===== config.mk =====
export PLATFORM = sky130hd
export DESIGN_NAME = timer_io_control_decode
export DESIGN_NICKNAME = d
export VERILOG_FILES = /design/src/pkg/tiod_pkg.sv /design/src/pkg/chan_if.sv /design/src/pin_edge_sync.sv /design/src/chan_decode.sv /design/src/timer_io_control_decode.sv
export SDC_FILE = /design/constraint.sdc
export NUM_CORES = 1
export LEC_CHECK = 0
export ABC_AREA = 0
export BUFFER_PORTS_ARGS = -buffer_cell sky130_fd_sc_hd__buf_2
export CELL_PAD_IN_SITES_DETAIL_PLACEMENT = 1
export CELL_PAD_IN_SITES_GLOBAL_PLACEMENT = 1
export CORE_MARGIN = 5
export CORE_UTILIZATION = 47
export CTS_BUF_LIST = sky130_fd_sc_hd__clkbuf_8
export CTS_CLUSTER_DIAMETER = 40
export CTS_CLUSTER_SIZE = 10
export DETAILED_ROUTE_END_ITERATION = 7
export MAX_ROUTING_LAYER = met4
export PLACE_DENSITY = 0.95
export SLEW_MARGIN = 20
export SYNTH_ARGS = -nofsm -noshare
export SYNTH_HDL_FRONTEND = slang
export SYNTH_SLANG_ARGS = --single-unit

===== constraint.sdc =====
create_clock -name clk_in -period 5.85 [get_ports clk_in]
set_input_delay 0.8775 -clock clk_in [delete_from_list [all_inputs] [get_ports clk_in]]
set_output_delay 0.8775 -clock clk_in [all_outputs]
set_load 0.01 [all_outputs]

===== src/pkg/tiod_pkg.sv =====
// Purpose: shared constants for the timer i/o control decode block
// Assumes: 100 MHz peripheral clock, AXI4-Lite register access, 4 decoded channels
// Notes:   field of each control register sits in bits 7:4
package tiod_pkg;
  localparam int unsigned NUM_CH   = 4;
  localparam int unsigned CNT_W    = 16;
  localparam int unsigned ADDR_W   = 8;
  localparam int unsigned IO_W     = 8;
  localparam int unsigned FLD_LSB  = 4;
  localparam int unsigned FLD_W    = 4;
  localparam int unsigned CTRL_W   = 16;
  localparam int unsigned PSC_W    = 3;
  // register byte offsets
  localparam logic [7:0] OFF_CH0_IO = 8'h00;
  localparam logic [7:0] OFF_CH1_IO = 8'h04;
  localparam logic [7:0] OFF_CH2_IO = 8'h08;
  localparam logic [7:0] OFF_CH3_IO = 8'h0c;
  localparam logic [7:0] OFF_CTRL   = 8'h10;
  localparam logic [7:0] OFF_STAT   = 8'h14;
  localparam logic [7:0] OFF_CAP0   = 8'h18;
  localparam logic [7:0] OFF_STEP   = 8'h04;
  // field bit positions
  localparam int unsigned FB_CAPTURE = 3;
  localparam int unsigned FB_INIT    = 2;
  localparam int unsigned FB_ACT1    = 1;
  localparam int unsigned FB_ACT0    = 0;
  localparam logic [1:0] ACT_CLR = 2'h1;
  localparam logic [1:0] ACT_SET = 2'h2;
  localparam logic [1:0] ACT_TGL = 2'h3;
  localparam logic [1:0] ACT_OFF = 2'h0;
  // control register layout
  localparam int unsigned CTRL_RUN_LSB  = 0;
  localparam int unsigned CTRL_DBUF_BIT = 4;
  localparam int unsigned CTRL_PSC1_LSB = 8;
  localparam int unsigned CTRL_PSC4_LSB = 12;
  localparam logic [2:0]  PSC_UNDIVIDED = 3'h0;
  // status register layout
  localparam int unsigned STAT_LVL_LSB = 0;
  localparam int unsigned STAT_OE_LSB  = 4;
  localparam int unsigned STAT_CAP_LSB = 8;
  localparam int unsigned STAT_PIN_LSB = 12;
  // reset values
  localparam logic [7:0]  IO_RST   = 8'h00;
  localparam logic [15:0] CTRL_RST = 16'h0000;
  // channels that own a cross-channel capture source
  localparam logic [3:0]  CROSS_PRESENT = 4'hb;
  localparam logic [1:0]  RESP_OKAY   = 2'h0;
  localparam logic [1:0]  RESP_SLVERR = 2'h2;
endpackage : tiod_pkg


===== src/pkg/chan_if.sv =====
// Purpose: carries one channel's setup and events between top and channel decoder
// Assumes: single clock domain
// Notes:   field is the four-bit control code
`timescale 1ns/1ps
interface chan_if;
  logic [3:0] field;
  logic       ignore;
  logic       run;
  logic       cross_event;
  logic       cmp_match;
  logic       pin_rise;
  logic       pin_fall;
  logic       level;
  logic       oe;
  logic       capture;
  modport top  (output field, ignore, run, cross_event, cmp_match, pin_rise, pin_fall,
                input level, oe, capture);
  modport chan (input field, ignore, run, cross_event, cmp_match, pin_rise, pin_fall,
                output level, oe, capture);
endinterface : chan_if


===== src/pin_edge_sync.sv =====
// Purpose: two-stage pin synchroniser with registered edge pulses
// Assumes: pin is asynchronous to clk_in
// Notes:   first stage feeds only the second stage
`timescale 1ns/1ps
module pin_edge_sync (
  input  wire logic clk_in,
  input  wire logic nrst_in,
  input  wire logic pin_in,
  output logic      level_out,
  output logic      rise_out,
  output logic      fall_out
);
  typedef struct packed {
    logic s1;
    logic s2;
    logic prev;
    logic rise;
    logic fall;
  } sync_state_t;
  sync_state_t state_reg;
  sync_state_t state_next;

  always_comb begin
    state_next      = state_reg;
    state_next.s1   = pin_in;
    state_next.s2   = state_reg.s1;
    state_next.prev = state_reg.s2;
    state_next.rise = state_reg.s2 & ~state_reg.prev;
    state_next.fall = ~state_reg.s2 & state_reg.prev;
  end

  always_ff @(posedge clk_in) begin
    if (!nrst_in) begin
      state_reg <= '0;
    end else begin
      state_reg <= state_next;
    end
  end

  assign level_out = state_reg.prev;
  assign rise_out  = state_reg.rise;
  assign fall_out  = state_reg.fall;
endmodule : pin_edge_sync


===== src/chan_decode.sv =====
// Purpose: decodes one four-bit field into pin output or capture strobe
// Assumes: compare match and cross events are one-cycle pulses on clk_in
// Notes:   HAS_CROSS selects whether codes 11xx use the cross-channel source
`timescale 1ns/1ps
module chan_decode #(
  parameter bit HAS_CROSS = 1'b1
) (
  input  wire logic clk_in,
  input  wire logic nrst_in,
  chan_if.chan      cbus
);
  typedef struct packed {
    logic level;
    logic oe;
    logic capture;
  } chan_state_t;
  chan_state_t state_reg;
  chan_state_t state_next;
  logic [1:0]  act;

  always_comb begin
    act                = cbus.field[tiod_pkg::FB_ACT1:tiod_pkg::FB_ACT0];
    state_next         = state_reg;
    state_next.capture = 1'b0;
    state_next.oe      = 1'b0;
    if (cbus.ignore) begin
      state_next.capture = 1'b0;
    end else if (!cbus.field[tiod_pkg::FB_CAPTURE]) begin
      state_next.oe = (act != tiod_pkg::ACT_OFF);
      if (!cbus.run) begin
        state_next.level = cbus.field[tiod_pkg::FB_INIT];
      end else if (cbus.cmp_match) begin
        case (act)
          tiod_pkg::ACT_CLR: state_next.level = 1'b0;
          tiod_pkg::ACT_SET: state_next.level = 1'b1;
          tiod_pkg::ACT_TGL: state_next.level = ~state_reg.level;
          default:           state_next.level = state_reg.level;
        endcase
      end
    end else if (HAS_CROSS && cbus.field[tiod_pkg::FB_INIT]) begin
      state_next.capture = cbus.cross_event;
    end else if (cbus.field[tiod_pkg::FB_ACT1]) begin
      // bit 6 ignored without cross source
      state_next.capture = cbus.pin_rise | cbus.pin_fall;
    end else if (cbus.field[tiod_pkg::FB_ACT0]) begin
      state_next.capture = cbus.pin_fall;
    end else begin
      state_next.capture = cbus.pin_rise;
    end
  end

  always_ff @(posedge clk_in) begin
    if (!nrst_in) begin
      state_reg <= '0;
    end else begin
      state_reg <= state_next;
    end
  end

  assign cbus.level   = state_reg.level;
  assign cbus.oe      = state_reg.oe;
  assign cbus.capture = state_reg.capture;
endmodule : chan_decode


===== src/timer_io_control_decode.sv =====
// Purpose: timer general register i/o control decode for ch0 D and ch1..ch3 B
// Assumes: AXI4-Lite slave, one write and one read outstanding at most
// Notes:   counter, prescaler and compare logic live outside; joined by ports
`timescale 1ns/1ps
// Contract
// - top field bit 0 means compare; x000 codes leave pin output off
// - compare codes 0101 to 0111 start the pin high
// - compare pair 01 clears pin on match, 10 sets it
// - compare pair 11 toggles pin on every match
// - code 1000 captures counter on rising edge of own pin
// - code 1001 captures counter on falling edge of own pin
// - code 101x captures on both edges of own pin
// - channel 0 D code 11xx captures on each channel 1 count
// - channel 3 B code 11xx captures on each channel 4 count
// - channel 1 B code 11xx captures on channel 0 C match or capture
// - channel 2 B ignores bit 6 in capture; no cross source
// - channel 0 cross capture blocked while channel 1 prescale is 000
// - channel 0 D field ignored while its buffer mode is on
// - pin captures use each channel's own dedicated pin
// - channel 3 cross capture blocked while channel 4 prescale is 000
// - initial pin level applies only while the counter is stopped
module timer_io_control_decode (
  input  wire logic                   clk_in,
  input  wire logic                   nrst_in,
  input  wire logic [7:0]             s_axi_awaddr_in,
  input  wire logic                   s_axi_awvalid_in,
  output logic                        s_axi_awready_out,
  input  wire logic [31:0]            s_axi_wdata_in,
  input  wire logic [3:0]             s_axi_wstrb_in,
  input  wire logic                   s_axi_wvalid_in,
  output logic                        s_axi_wready_out,
  output logic [1:0]                  s_axi_bresp_out,
  output logic                        s_axi_bvalid_out,
  input  wire logic                   s_axi_bready_in,
  input  wire logic [7:0]             s_axi_araddr_in,
  input  wire logic                   s_axi_arvalid_in,
  output logic                        s_axi_arready_out,
  output logic [31:0]                 s_axi_rdata_out,
  output logic [1:0]                  s_axi_rresp_out,
  output logic                        s_axi_rvalid_out,
  input  wire logic                   s_axi_rready_in,
  input  wire logic [3:0]             timer_pin_in,
  output logic [3:0]                  timer_pin_out,
  output logic [3:0]                  timer_pin_oe_out,
  input  wire logic [3:0]             cmp_match_in,
  input  wire logic [3:0][15:0]       count_in,
  input  wire logic                   ch1_count_tick_in,
  input  wire logic                   ch4_count_tick_in,
  input  wire logic                   ch0_c_event_in,
  output logic [3:0]                  capture_out
);
  typedef struct packed {
    logic [3:0][7:0]  io;
    logic [15:0]      ctrl;
    logic [3:0]       cap_flag;
    logic [3:0][15:0] cap_val;
    logic             aw_got;
    logic [7:0]       aw_addr;
    logic             w_got;
    logic [31:0]      wdata;
    logic [3:0]       wstrb;
    logic             awready;
    logic             wready;
    logic             bvalid;
    logic [1:0]       bresp;
    logic             arready;
    logic             rvalid;
    logic [31:0]      rdata;
    logic [1:0]       rresp;
  } top_state_t;

  top_state_t  state_reg;
  top_state_t  state_next;
  logic [3:0]  pin_lvl;
  logic [3:0]  pin_rise;
  logic [3:0]  pin_fall;
  logic [3:0]  ch_level;
  logic [3:0]  ch_oe;
  logic [3:0]  ch_cap;
  logic [3:0]  ch_run;
  logic [3:0]  ch_cross;
  logic [3:0]  ch_ignore;
  logic [2:0]  psc1;
  logic [2:0]  psc4;

  assign psc1   = state_reg.ctrl[tiod_pkg::CTRL_PSC1_LSB +: tiod_pkg::PSC_W];
  assign psc4   = state_reg.ctrl[tiod_pkg::CTRL_PSC4_LSB +: tiod_pkg::PSC_W];
  assign ch_run = state_reg.ctrl[tiod_pkg::CTRL_RUN_LSB +: tiod_pkg::NUM_CH];

  assign ch_cross[0] = ch1_count_tick_in & (psc1 != tiod_pkg::PSC_UNDIVIDED);
  assign ch_cross[1] = ch0_c_event_in;
  assign ch_cross[2] = 1'b0;
  assign ch_cross[3] = ch4_count_tick_in & (psc4 != tiod_pkg::PSC_UNDIVIDED);
  assign ch_ignore = {3'h0, state_reg.ctrl[tiod_pkg::CTRL_DBUF_BIT]};

  genvar gi;
  generate
    for (gi = 0; gi < 4; gi++) begin : g_ch
      chan_if cbus ();
      pin_edge_sync u_sync (
        .clk_in    (clk_in),
        .nrst_in   (nrst_in),
        .pin_in    (timer_pin_in[gi]),
        .level_out (pin_lvl[gi]),
        .rise_out  (pin_rise[gi]),
        .fall_out  (pin_fall[gi])
      );
      assign cbus.field       = state_reg.io[gi][tiod_pkg::FLD_LSB +: tiod_pkg::FLD_W];
      assign cbus.ignore      = ch_ignore[gi];
      assign cbus.run         = ch_run[gi];
      assign cbus.cross_event = ch_cross[gi];
      assign cbus.cmp_match   = cmp_match_in[gi];
      assign cbus.pin_rise    = pin_rise[gi];
      assign cbus.pin_fall    = pin_fall[gi];
      assign ch_level[gi]     = cbus.level;
      assign ch_oe[gi]        = cbus.oe;
      assign ch_cap[gi]       = cbus.capture;
      chan_decode #(
        .HAS_CROSS (tiod_pkg::CROSS_PRESENT[gi])
      ) u_chan (
        .clk_in  (clk_in),
        .nrst_in (nrst_in),
        .cbus    (cbus)
      );
    end
  endgenerate

  function automatic logic [7:0] merge8(input logic [7:0] old_v, input logic [7:0] new_v,
                                        input logic strb);
    merge8 = strb ? new_v : old_v;
  endfunction : merge8

  always_comb begin
    logic       do_wr;
    logic       wr_hit;
    logic       rd_hit;
    logic [3:0] clr;
    logic [7:0] cap_off;
    do_wr      = 1'b0;
    wr_hit     = 1'b0;
    rd_hit     = 1'b0;
    clr        = 4'h0;
    cap_off    = 8'h00;
    state_next = state_reg;

    // write address and data taken in either order
    if (s_axi_awvalid_in && state_reg.awready) begin
      state_next.aw_got  = 1'b1;
      state_next.aw_addr = s_axi_awaddr_in;
    end
    if (s_axi_wvalid_in && state_reg.wready) begin
      state_next.w_got = 1'b1;
      state_next.wdata = s_axi_wdata_in;
      state_next.wstrb = s_axi_wstrb_in;
    end
    if (state_reg.aw_got && state_reg.w_got && !state_reg.bvalid) begin
      do_wr             = 1'b1;
      state_next.aw_got = 1'b0;
      state_next.w_got  = 1'b0;
      state_next.bvalid = 1'b1;
    end
    if (state_reg.bvalid && s_axi_bready_in) begin
      state_next.bvalid = 1'b0;
    end

    if (do_wr) begin
      case (state_reg.aw_addr)
        tiod_pkg::OFF_CH0_IO: begin
          wr_hit           = 1'b1;
          state_next.io[0] = merge8(state_reg.io[0], state_reg.wdata[7:0], state_reg.wstrb[0]);
        end
        tiod_pkg::OFF_CH1_IO: begin
          wr_hit           = 1'b1;
          state_next.io[1] = merge8(state_reg.io[1], state_reg.wdata[7:0], state_reg.wstrb[0]);
        end
        tiod_pkg::OFF_CH2_IO: begin
          wr_hit           = 1'b1;
          state_next.io[2] = merge8(state_reg.io[2], state_reg.wdata[7:0], state_reg.wstrb[0]);
        end
        tiod_pkg::OFF_CH3_IO: begin
          wr_hit           = 1'b1;
          state_next.io[3] = merge8(state_reg.io[3], state_reg.wdata[7:0], state_reg.wstrb[0]);
        end
        tiod_pkg::OFF_CTRL: begin
          wr_hit                = 1'b1;
          state_next.ctrl[7:0]  = merge8(state_reg.ctrl[7:0], state_reg.wdata[7:0], state_reg.wstrb[0]);
          state_next.ctrl[15:8] = merge8(state_reg.ctrl[15:8], state_reg.wdata[15:8], state_reg.wstrb[1]);
        end
        tiod_pkg::OFF_STAT: begin
          wr_hit = 1'b1;
          if (state_reg.wstrb[1]) begin
            clr = state_reg.wdata[tiod_pkg::STAT_CAP_LSB +: tiod_pkg::NUM_CH];
          end
        end
        default: begin
          // capture value registers are read only
          for (int i = 0; i < 4; i++) begin
            cap_off = 8'(tiod_pkg::OFF_CAP0 + 8'(i) * tiod_pkg::OFF_STEP);
            if (state_reg.aw_addr == cap_off) begin
              wr_hit = 1'b1;
            end
          end
        end
      endcase
      state_next.bresp = wr_hit ? tiod_pkg::RESP_OKAY : tiod_pkg::RESP_SLVERR;
    end

    // capture latch; a new capture wins over a clear in the same cycle
    for (int i = 0; i < 4; i++) begin
      if (ch_cap[i]) begin
        state_next.cap_val[i] = count_in[i];
      end
    end
    state_next.cap_flag = (state_reg.cap_flag & ~clr) | ch_cap;

    // read channel
    if (state_reg.rvalid && s_axi_rready_in) begin
      state_next.rvalid = 1'b0;
    end
    if (s_axi_arvalid_in && state_reg.arready) begin
      state_next.rvalid = 1'b1;
      state_next.rdata  = 32'h0;
      case (s_axi_araddr_in)
        tiod_pkg::OFF_CH0_IO: begin
          rd_hit                 = 1'b1;
          state_next.rdata[7:0]  = state_reg.io[0];
        end
        tiod_pkg::OFF_CH1_IO: begin
          rd_hit                 = 1'b1;
          state_next.rdata[7:0]  = state_reg.io[1];
        end
        tiod_pkg::OFF_CH2_IO: begin
          rd_hit                 = 1'b1;
          state_next.rdata[7:0]  = state_reg.io[2];
        end
        tiod_pkg::OFF_CH3_IO: begin
          rd_hit                 = 1'b1;
          state_next.rdata[7:0]  = state_reg.io[3];
        end
        tiod_pkg::OFF_CTRL: begin
          rd_hit                 = 1'b1;
          state_next.rdata[15:0] = state_reg.ctrl;
        end
        tiod_pkg::OFF_STAT: begin
          rd_hit = 1'b1;
          state_next.rdata[tiod_pkg::STAT_LVL_LSB +: 4] = ch_level;
          state_next.rdata[tiod_pkg::STAT_OE_LSB +: 4]  = ch_oe;
          state_next.rdata[tiod_pkg::STAT_CAP_LSB +: 4] = state_reg.cap_flag;
          state_next.rdata[tiod_pkg::STAT_PIN_LSB +: 4] = pin_lvl;
        end
        default: begin
          for (int i = 0; i < 4; i++) begin
            cap_off = 8'(tiod_pkg::OFF_CAP0 + 8'(i) * tiod_pkg::OFF_STEP);
            if (s_axi_araddr_in == cap_off) begin
              rd_hit                 = 1'b1;
              state_next.rdata[15:0] = state_reg.cap_val[i];
            end
          end
        end
      endcase
      state_next.rresp = rd_hit ? tiod_pkg::RESP_OKAY : tiod_pkg::RESP_SLVERR;
    end

    state_next.awready = !state_next.aw_got && !state_next.bvalid;
    state_next.wready  = !state_next.w_got && !state_next.bvalid;
    state_next.arready = !state_next.rvalid;
  end

  always_ff @(posedge clk_in) begin
    if (!nrst_in) begin
      state_reg         <= '0;
      state_reg.io      <= {4{tiod_pkg::IO_RST}};
      state_reg.ctrl    <= tiod_pkg::CTRL_RST;
      state_reg.awready <= 1'b1;
      state_reg.wready  <= 1'b1;
      state_reg.arready <= 1'b1;
    end else begin
      state_reg <= state_next;
    end
  end

  assign s_axi_awready_out = state_reg.awready;
  assign s_axi_wready_out  = state_reg.wready;
  assign s_axi_bresp_out   = state_reg.bresp;
  assign s_axi_bvalid_out  = state_reg.bvalid;
  assign s_axi_arready_out = state_reg.arready;
  assign s_axi_rdata_out   = state_reg.rdata;
  assign s_axi_rresp_out   = state_reg.rresp;
  assign s_axi_rvalid_out  = state_reg.rvalid;
  assign timer_pin_out     = ch_level;
  assign timer_pin_oe_out  = ch_oe;
  assign capture_out       = ch_cap;
endmodule : timer_io_control_decode


[Yosys cells after proc, flatten, opt, wreduce, memory -nomap -nowiden]
Index checks and enable logic that the tools add are counted.
Word-level totals
  register bits after elaboration: 219
  output and inout bits: 53
  word-level logic and storage cells: 227
Cells by class
  equality and inequality tests: 38
  mux-type cells: 55
  bitwise logic cells: 35
  reduce and logical (&&, ||, !) cells: 43
Operators by type and width (count)
  equality test 8 x 5 -> 1 bit (second input constant): 8
  2-to-1 mux 16 bit: 4
  case mux 8 bit (6 select lines): 1
  2-to-1 mux 1 bit: 37
  2-to-1 mux 37 bit: 1
  2-to-1 mux 35 bit: 1
  equality test 8 x 4 -> 1 bit (second input constant): 4
  equality test 8 x 6 -> 1 bit (second input constant): 4
  AND reduction 3 bit: 9
  case mux 8 bit (3 select lines): 1
  inverter 1 bit: 18
  equality test 2 bit (second input constant): 8
  equality test 8 x 3 -> 1 bit (second input constant): 2
  zero test 8 bit: 2
  inequality test 4 x 1 -> 1 bit (second input constant): 4
  2-to-1 mux 4 bit: 3
  case mux 1 bit (3 select lines): 4
  OR reduction 6 bit: 2
  bitwise AND 1 bit: 10
  logical AND 1 bit: 9
  2-to-1 mux 9 bit: 1
  equality test 2 x 1 -> 1 bit (second input constant): 4
  inequality test 2 bit (second input constant): 4
  nonzero test 2 bit: 4
  other kinds (12): 26

[Depth between registers and ports, before layout]
  depth after elaboration: 10
  gate-level depth with buffers: 7

[Hierarchy]
A second synthesis with hierarchy kept.
Second synthesis, totals
  cells, all modules: 941
  area total of the unflattened synthesis: 9123.8 um^2
Modules (own cells, without submodules)
  timer_io_control_decode: instances 1, cells an instance 822, area an instance 7903.8 um^2, sequential area each 3343.2 um^2
  pin_edge_sync: instances 4, cells an instance 10, area an instance 140.1 um^2, sequential area each 100.1 um^2
  chan_decode at g_ch[0].u_chan ...: instances 3, cells an instance 20, area an instance 166.4 um^2, sequential area each 60.1 um^2
  chan_decode at g_ch[2].u_chan: instances 1, cells an instance 19, area an instance 160.2 um^2, sequential area each 60.1 um^2

[Worst setup path before layout]
Ideal clock, no wire load.
  path type: input -> register
  from: input port s_axi_araddr_in[4]
  to: register state_reg (netlist bit s_axi_rdata_out[6])
  arrival time: 2352 ps
  slack: 3424 ps
  stages: 6
  buffers on the path: 2
  cells stage by stage: buf_2 -> or4b_1 -> buf_2 -> or3_1 -> a211o_1 -> a31oi_1
On the way
  longest elaborated chain between the ends: 6
  elaborated cells on any way between the ends: 15
  those cells by class: eq/ne (9); mux (5); reduce/logical (1)
Ends and longest elaborated chain
  from (decl): RTL line timer_io_control_decode.sv:35  | input wire logic [7:0] s_axi_araddr_in,
  equality test 8 x 5 -> 1 bit: RTL line timer_io_control_decode.sv:254  | if (s_axi_araddr_in == cap_off) begin
  2-to-1 mux 16 bit (4 in series): RTL line timer_io_control_decode.sv:254
  case mux 8 bit (6 select lines) *: RTL line timer_io_control_decode.sv:223  | case (s_axi_araddr_in)
  to (signal assigned): RTL line timer_io_control_decode.sv:278  | state_reg <= state_next;
  to (decl): RTL line timer_io_control_decode.sv:72  | top_state_t state_reg;
Every way passes the cells marked *; elsewhere a longest branch is shown, timed or not.
A chain may end at the register's enable or synchronous reset.

[Final worst setup path]
Ends and elaborated chain as after synthesis.

==> insert_results.sql <==
INSERT INTO impl_metrics (metric_group, metric, value, unit) VALUES
('floorplan', 'dieArea', '0.0225', 'mm2'),
('power', 'worst_ir_drop_vdd', '0.000152', 'V'),
('setup_path', 'crit_type', 'in2reg', ''),
('layout', 'nets', '1205', ''),
('floorplan', 'core', '0.0194', 'mm2'),
('timing', 'slew_headroom', '39.0', '%'),
('drt', 'drt_drc', '0', ''),
('global_routing', 'grt_pass1_vias', '7894', ''),
('clock_tree', 'post_cts_resized', '0', ''),
('power', 'cellPowerDensity', '243', 'mW/mm2'),
('yosys', 'synth-warning-count', '0', ''),
('place', 'dp_hpwl', '20200', 'um'),
('global_routing', 'grt_util_all_layers', '25.9', '%'),
('layout', 'drive_above_1_share', '20.0', '%'),
('job', 'cap_violations', '0', ''),
('worst_hold_path', 'hold_path_end', 'g_ch[2].u_sync.fall_out$_SDFF_PN0_', ''),
('drt', 'average_wire_per_cell_in_the_routed_design', '21.5', 'um'),
('timing', 'final-max-slew-violation-count', '0', ''),
('timing', 'setup_tns', '0', 'ns'),
('yosys', 'synth-main-ff-cell', 'sky130_fd_sc_hd__dfxtp_1', ''),
('timing', 'layout_worst_path_cycle_share', '46.2', '%'),
('power', 'netSwitchingPower', '0.000659', 'W'),
('clock_tree', 'htree_levels', '4', ''),
('layout', 'largest_register_ffs', '117', ''),
('setup_path', 'worst_r2r_path_depth', '4', ''),
('place', 'placement.cell_area', '0.00982', 'mm2'),
('clock_tree', 'clk-insertion-delay-late', '0.49', 'ns'),
('timing', 'worst-slew-pin-transition', '0.907', 'ns'),
('place', 'numPortBuffers', '150', ''),
('power', 'comb_power_share', '8.2', '%'),
('drt', 'ant_nets_after_route', '0', ''),
('clock_tree', 'cts_max_path_buffers', '2', ''),
('layout', 'final_common_cell', 'sky130_fd_sc_hd__dfxtp_1', ''),
('place', 'place.gp.congestion', '0.867', ''),
('setup_path', 'timing.critical_path.from_type', 'primary input', ''),
('power', 'switching_share', '26.5', '%'),
('layout', 'area_growth', '11.0', '%'),
('yosys', 'syn-mean-instance-area', '9.48', 'um2'),
('floorplan', 'num_rows', '51', ''),
('yosys', 'synth.distinct_cells', '60', ''),
('setup_path', 'ff2ff_setup_slack', '3.55', 'ns'),
('global_routing', 'grt_first_pass_wirelength', '43900', 'um'),
('setup_path', 'critical_path_arrival', '3.11', 'ns'),
('global_routing', 'grt_start_max_net_pins', '95', ''),
('floorplan', 'num_io_pins', '187', ''),
('timing', 'timing.final.setup_violations', '0', ''),
('power', 'clockPowerShare', '35.3', '%'),
('timing', 'whs', '0.429', 'ns'),
('drt', 'num_vias', '7463', ''),
('clock_tree', 'cts.sink_count', '199', ''),
('yosys', 'netlist_area', '0.00921', 'mm2'),
('clock_tree', 'cts_tree', 'built', ''),
('worst_hold_path', 'hold_path_class', 'reg2reg', ''),
('outcome', 'status', 'completed', ''),
('setup_path', 'worst-path-max-fanout', '35', ''),
('power', 'share_seq_of_total_power', '56.5', '%'),
('power', 'power.static_leakage', '3.89', 'nW'),
('layout', 'final_cell_area', '0.0102', 'mm2'),
('drt', 'starting_drt_drc_count', '682', ''),
('clock_tree', 'cts_hold_repair_buffers', '0', ''),
('yosys', 'netlist_instances', '972', ''),
('clock_tree', 'clock_transition_time_at_the_flip_flop_clock_pins_of_the_worst_setup_and_hold_paths', '0.10', 'ns'),
('setup_path', 'rr_endpoint', 'state_reg[187]$_SDFFE_PN0P_', ''),
('floorplan', 'die_width', '150', 'um'),
('setup_path', 'r2r-start', 'state_reg[78]$_SDFFE_PN0P_', ''),
('layout', 'fill_cells', '2295', ''),
('yosys', 'synth-edff-count', '0', ''),
('clock_tree', 'tritoncts_buffer_count', '17', ''),
('floorplan', 'start_util', '47.5', '%'),
('drt', 'drt-total-wl', '28800', 'um'),
('setup_path', 'worst-endpoint-required', '6.26', 'ns');
## synthesized netlist by cell type (all sizes together) (2+ instances only)
cell / count / area share [%]
dfxtp: 199 / 43
o21a: 3 / 0.24
buf: 61 / 4.6
mux2i: 156 / 17
a21boi: 29 / 2.4
and3: 5 / 0.34
nand3b: 2 / 0.16
mux2: 10 / 1.2
nor3b: 5 / 0.41
nand2: 112 / 4.6
or4b: 4 / 0.43
o211ai: 2 / 0.16
a211o: 3 / 0.29
o22ai: 9 / 0.61
a2111oi: 3 / 0.30
and2: 15 / 1.0
nor2: 25 / 1.0
inv: 22 / 0.90
o31a: 6 / 0.57
o2bb2ai: 3 / 0.29
o221a: 3 / 0.37
o32ai: 3 / 0.29
a22oi: 3 / 0.24
o21ai: 51 / 2.8
a31oi: 11 / 0.75
a21oi: 21 / 1.1
nor3: 11 / 0.60
nor4: 5 / 0.90
nor4b: 3 / 0.35
o311ai: 2 / 0.19
clkbuf: 47 / 1.9
or4: 2 / 0.20
nor2b: 97 / 6.6
nand2b: 5 / 0.34
or4bb: 2 / 0.24
or3: 7 / 0.48
ha: 12 / 1.6
## critical path, stage by stage
cell,delay [ns]
sky130_fd_sc_hd__buf_2,0.59
sky130_fd_sc_hd__or4b_1,0.71
sky130_fd_sc_hd__or3_1,0.48
sky130_fd_sc_hd__a211o_1,0.28
sky130_fd_sc_hd__a31oi_1,0.17
## how the worst max path moves through the flow
stage / endpoint / slack, ns / depth (start not counted)
after global routing: s_axi_rdata_out[6]$_SDFFE_PN0P_ / 3.13 / 5
final: s_axi_rdata_out[6]$_SDFFE_PN0P_ / 3.15 / 5
after CTS: s_axi_rdata_out[6]$_SDFFE_PN0P_ / 3.21 / 5
after floorplan: s_axi_rdata_out[6]$_SDFFE_PN0P_ / 3.42 / 6
after global placement: s_axi_rdata_out[6]$_SDFFE_PN0P_ / 2.80 / 5
after detailed placement: s_axi_rdata_out[6]$_SDFFE_PN0P_ / 2.77 / 5
## cell type report
class	instances	area, um2	share of cell area, %
inverter	22	82.6	0.808
antenna	5	12.5	0.122
timing repair buffer	159	821	8.03
multi-input combinational	660	4610	45.1
tap	265	332	3.24
clock inverter	12	116	1.14
sequential	199	3980	39.0
clock buffer	19	262	2.56
## kinds of logic after synthesis
logic type | count (synthesis) | share of synthesized area [%]
flip-flops | 199 | 43.2
adder cells (fa/ha/maj) | 12 | 1.63
AO/OA/AOI/OAI | 156 | 10.9
buffers and inverters | 130 | 7.44
other | 1 | 0.0407
AND/OR/NAND/NOR | 307 | 18.3
multiplexers | 167 | 18.4
## per-layer routing
metal	share of wire (%)	global-route usage (%)	wire, um	up-vias
met5	0	-	0	-
met4	3.1	11.2	898	0
met3	5.7	4.97	1640	65
met2	49	41.9	14000	289
met1	43	31.7	12300	3652
li1	-	-	-	3457
## power groups by stage
stage / Sequential, W / Clock, W / Combinational (W)
finish: 0.00141 / 0.000878 / 0.000203
global route: 0.00141 / 0.000947 / 0.000220
CTS: 0.00141 / 0.000888 / 0.000201
detailed placement: 0.00144 / 0 / 0.000198
global placement: 0.00143 / 0 / 0.000193
floorplan: 0.00143 / 0 / 0.000140
## through the flow
step           total power [W]  util (%)  setup slack [ns]
2_1_floorplan          0.00157         -              3.42
3_3_place_gp           0.00163      50.6              2.80
3_5_place_dp           0.00164      50.6              2.77
4_1_cts                0.00250      52.6              3.21
5_1_grt                0.00258      52.7              3.13
6_report               0.00249      52.7              3.15
Power figures use the tool's default switching activity.
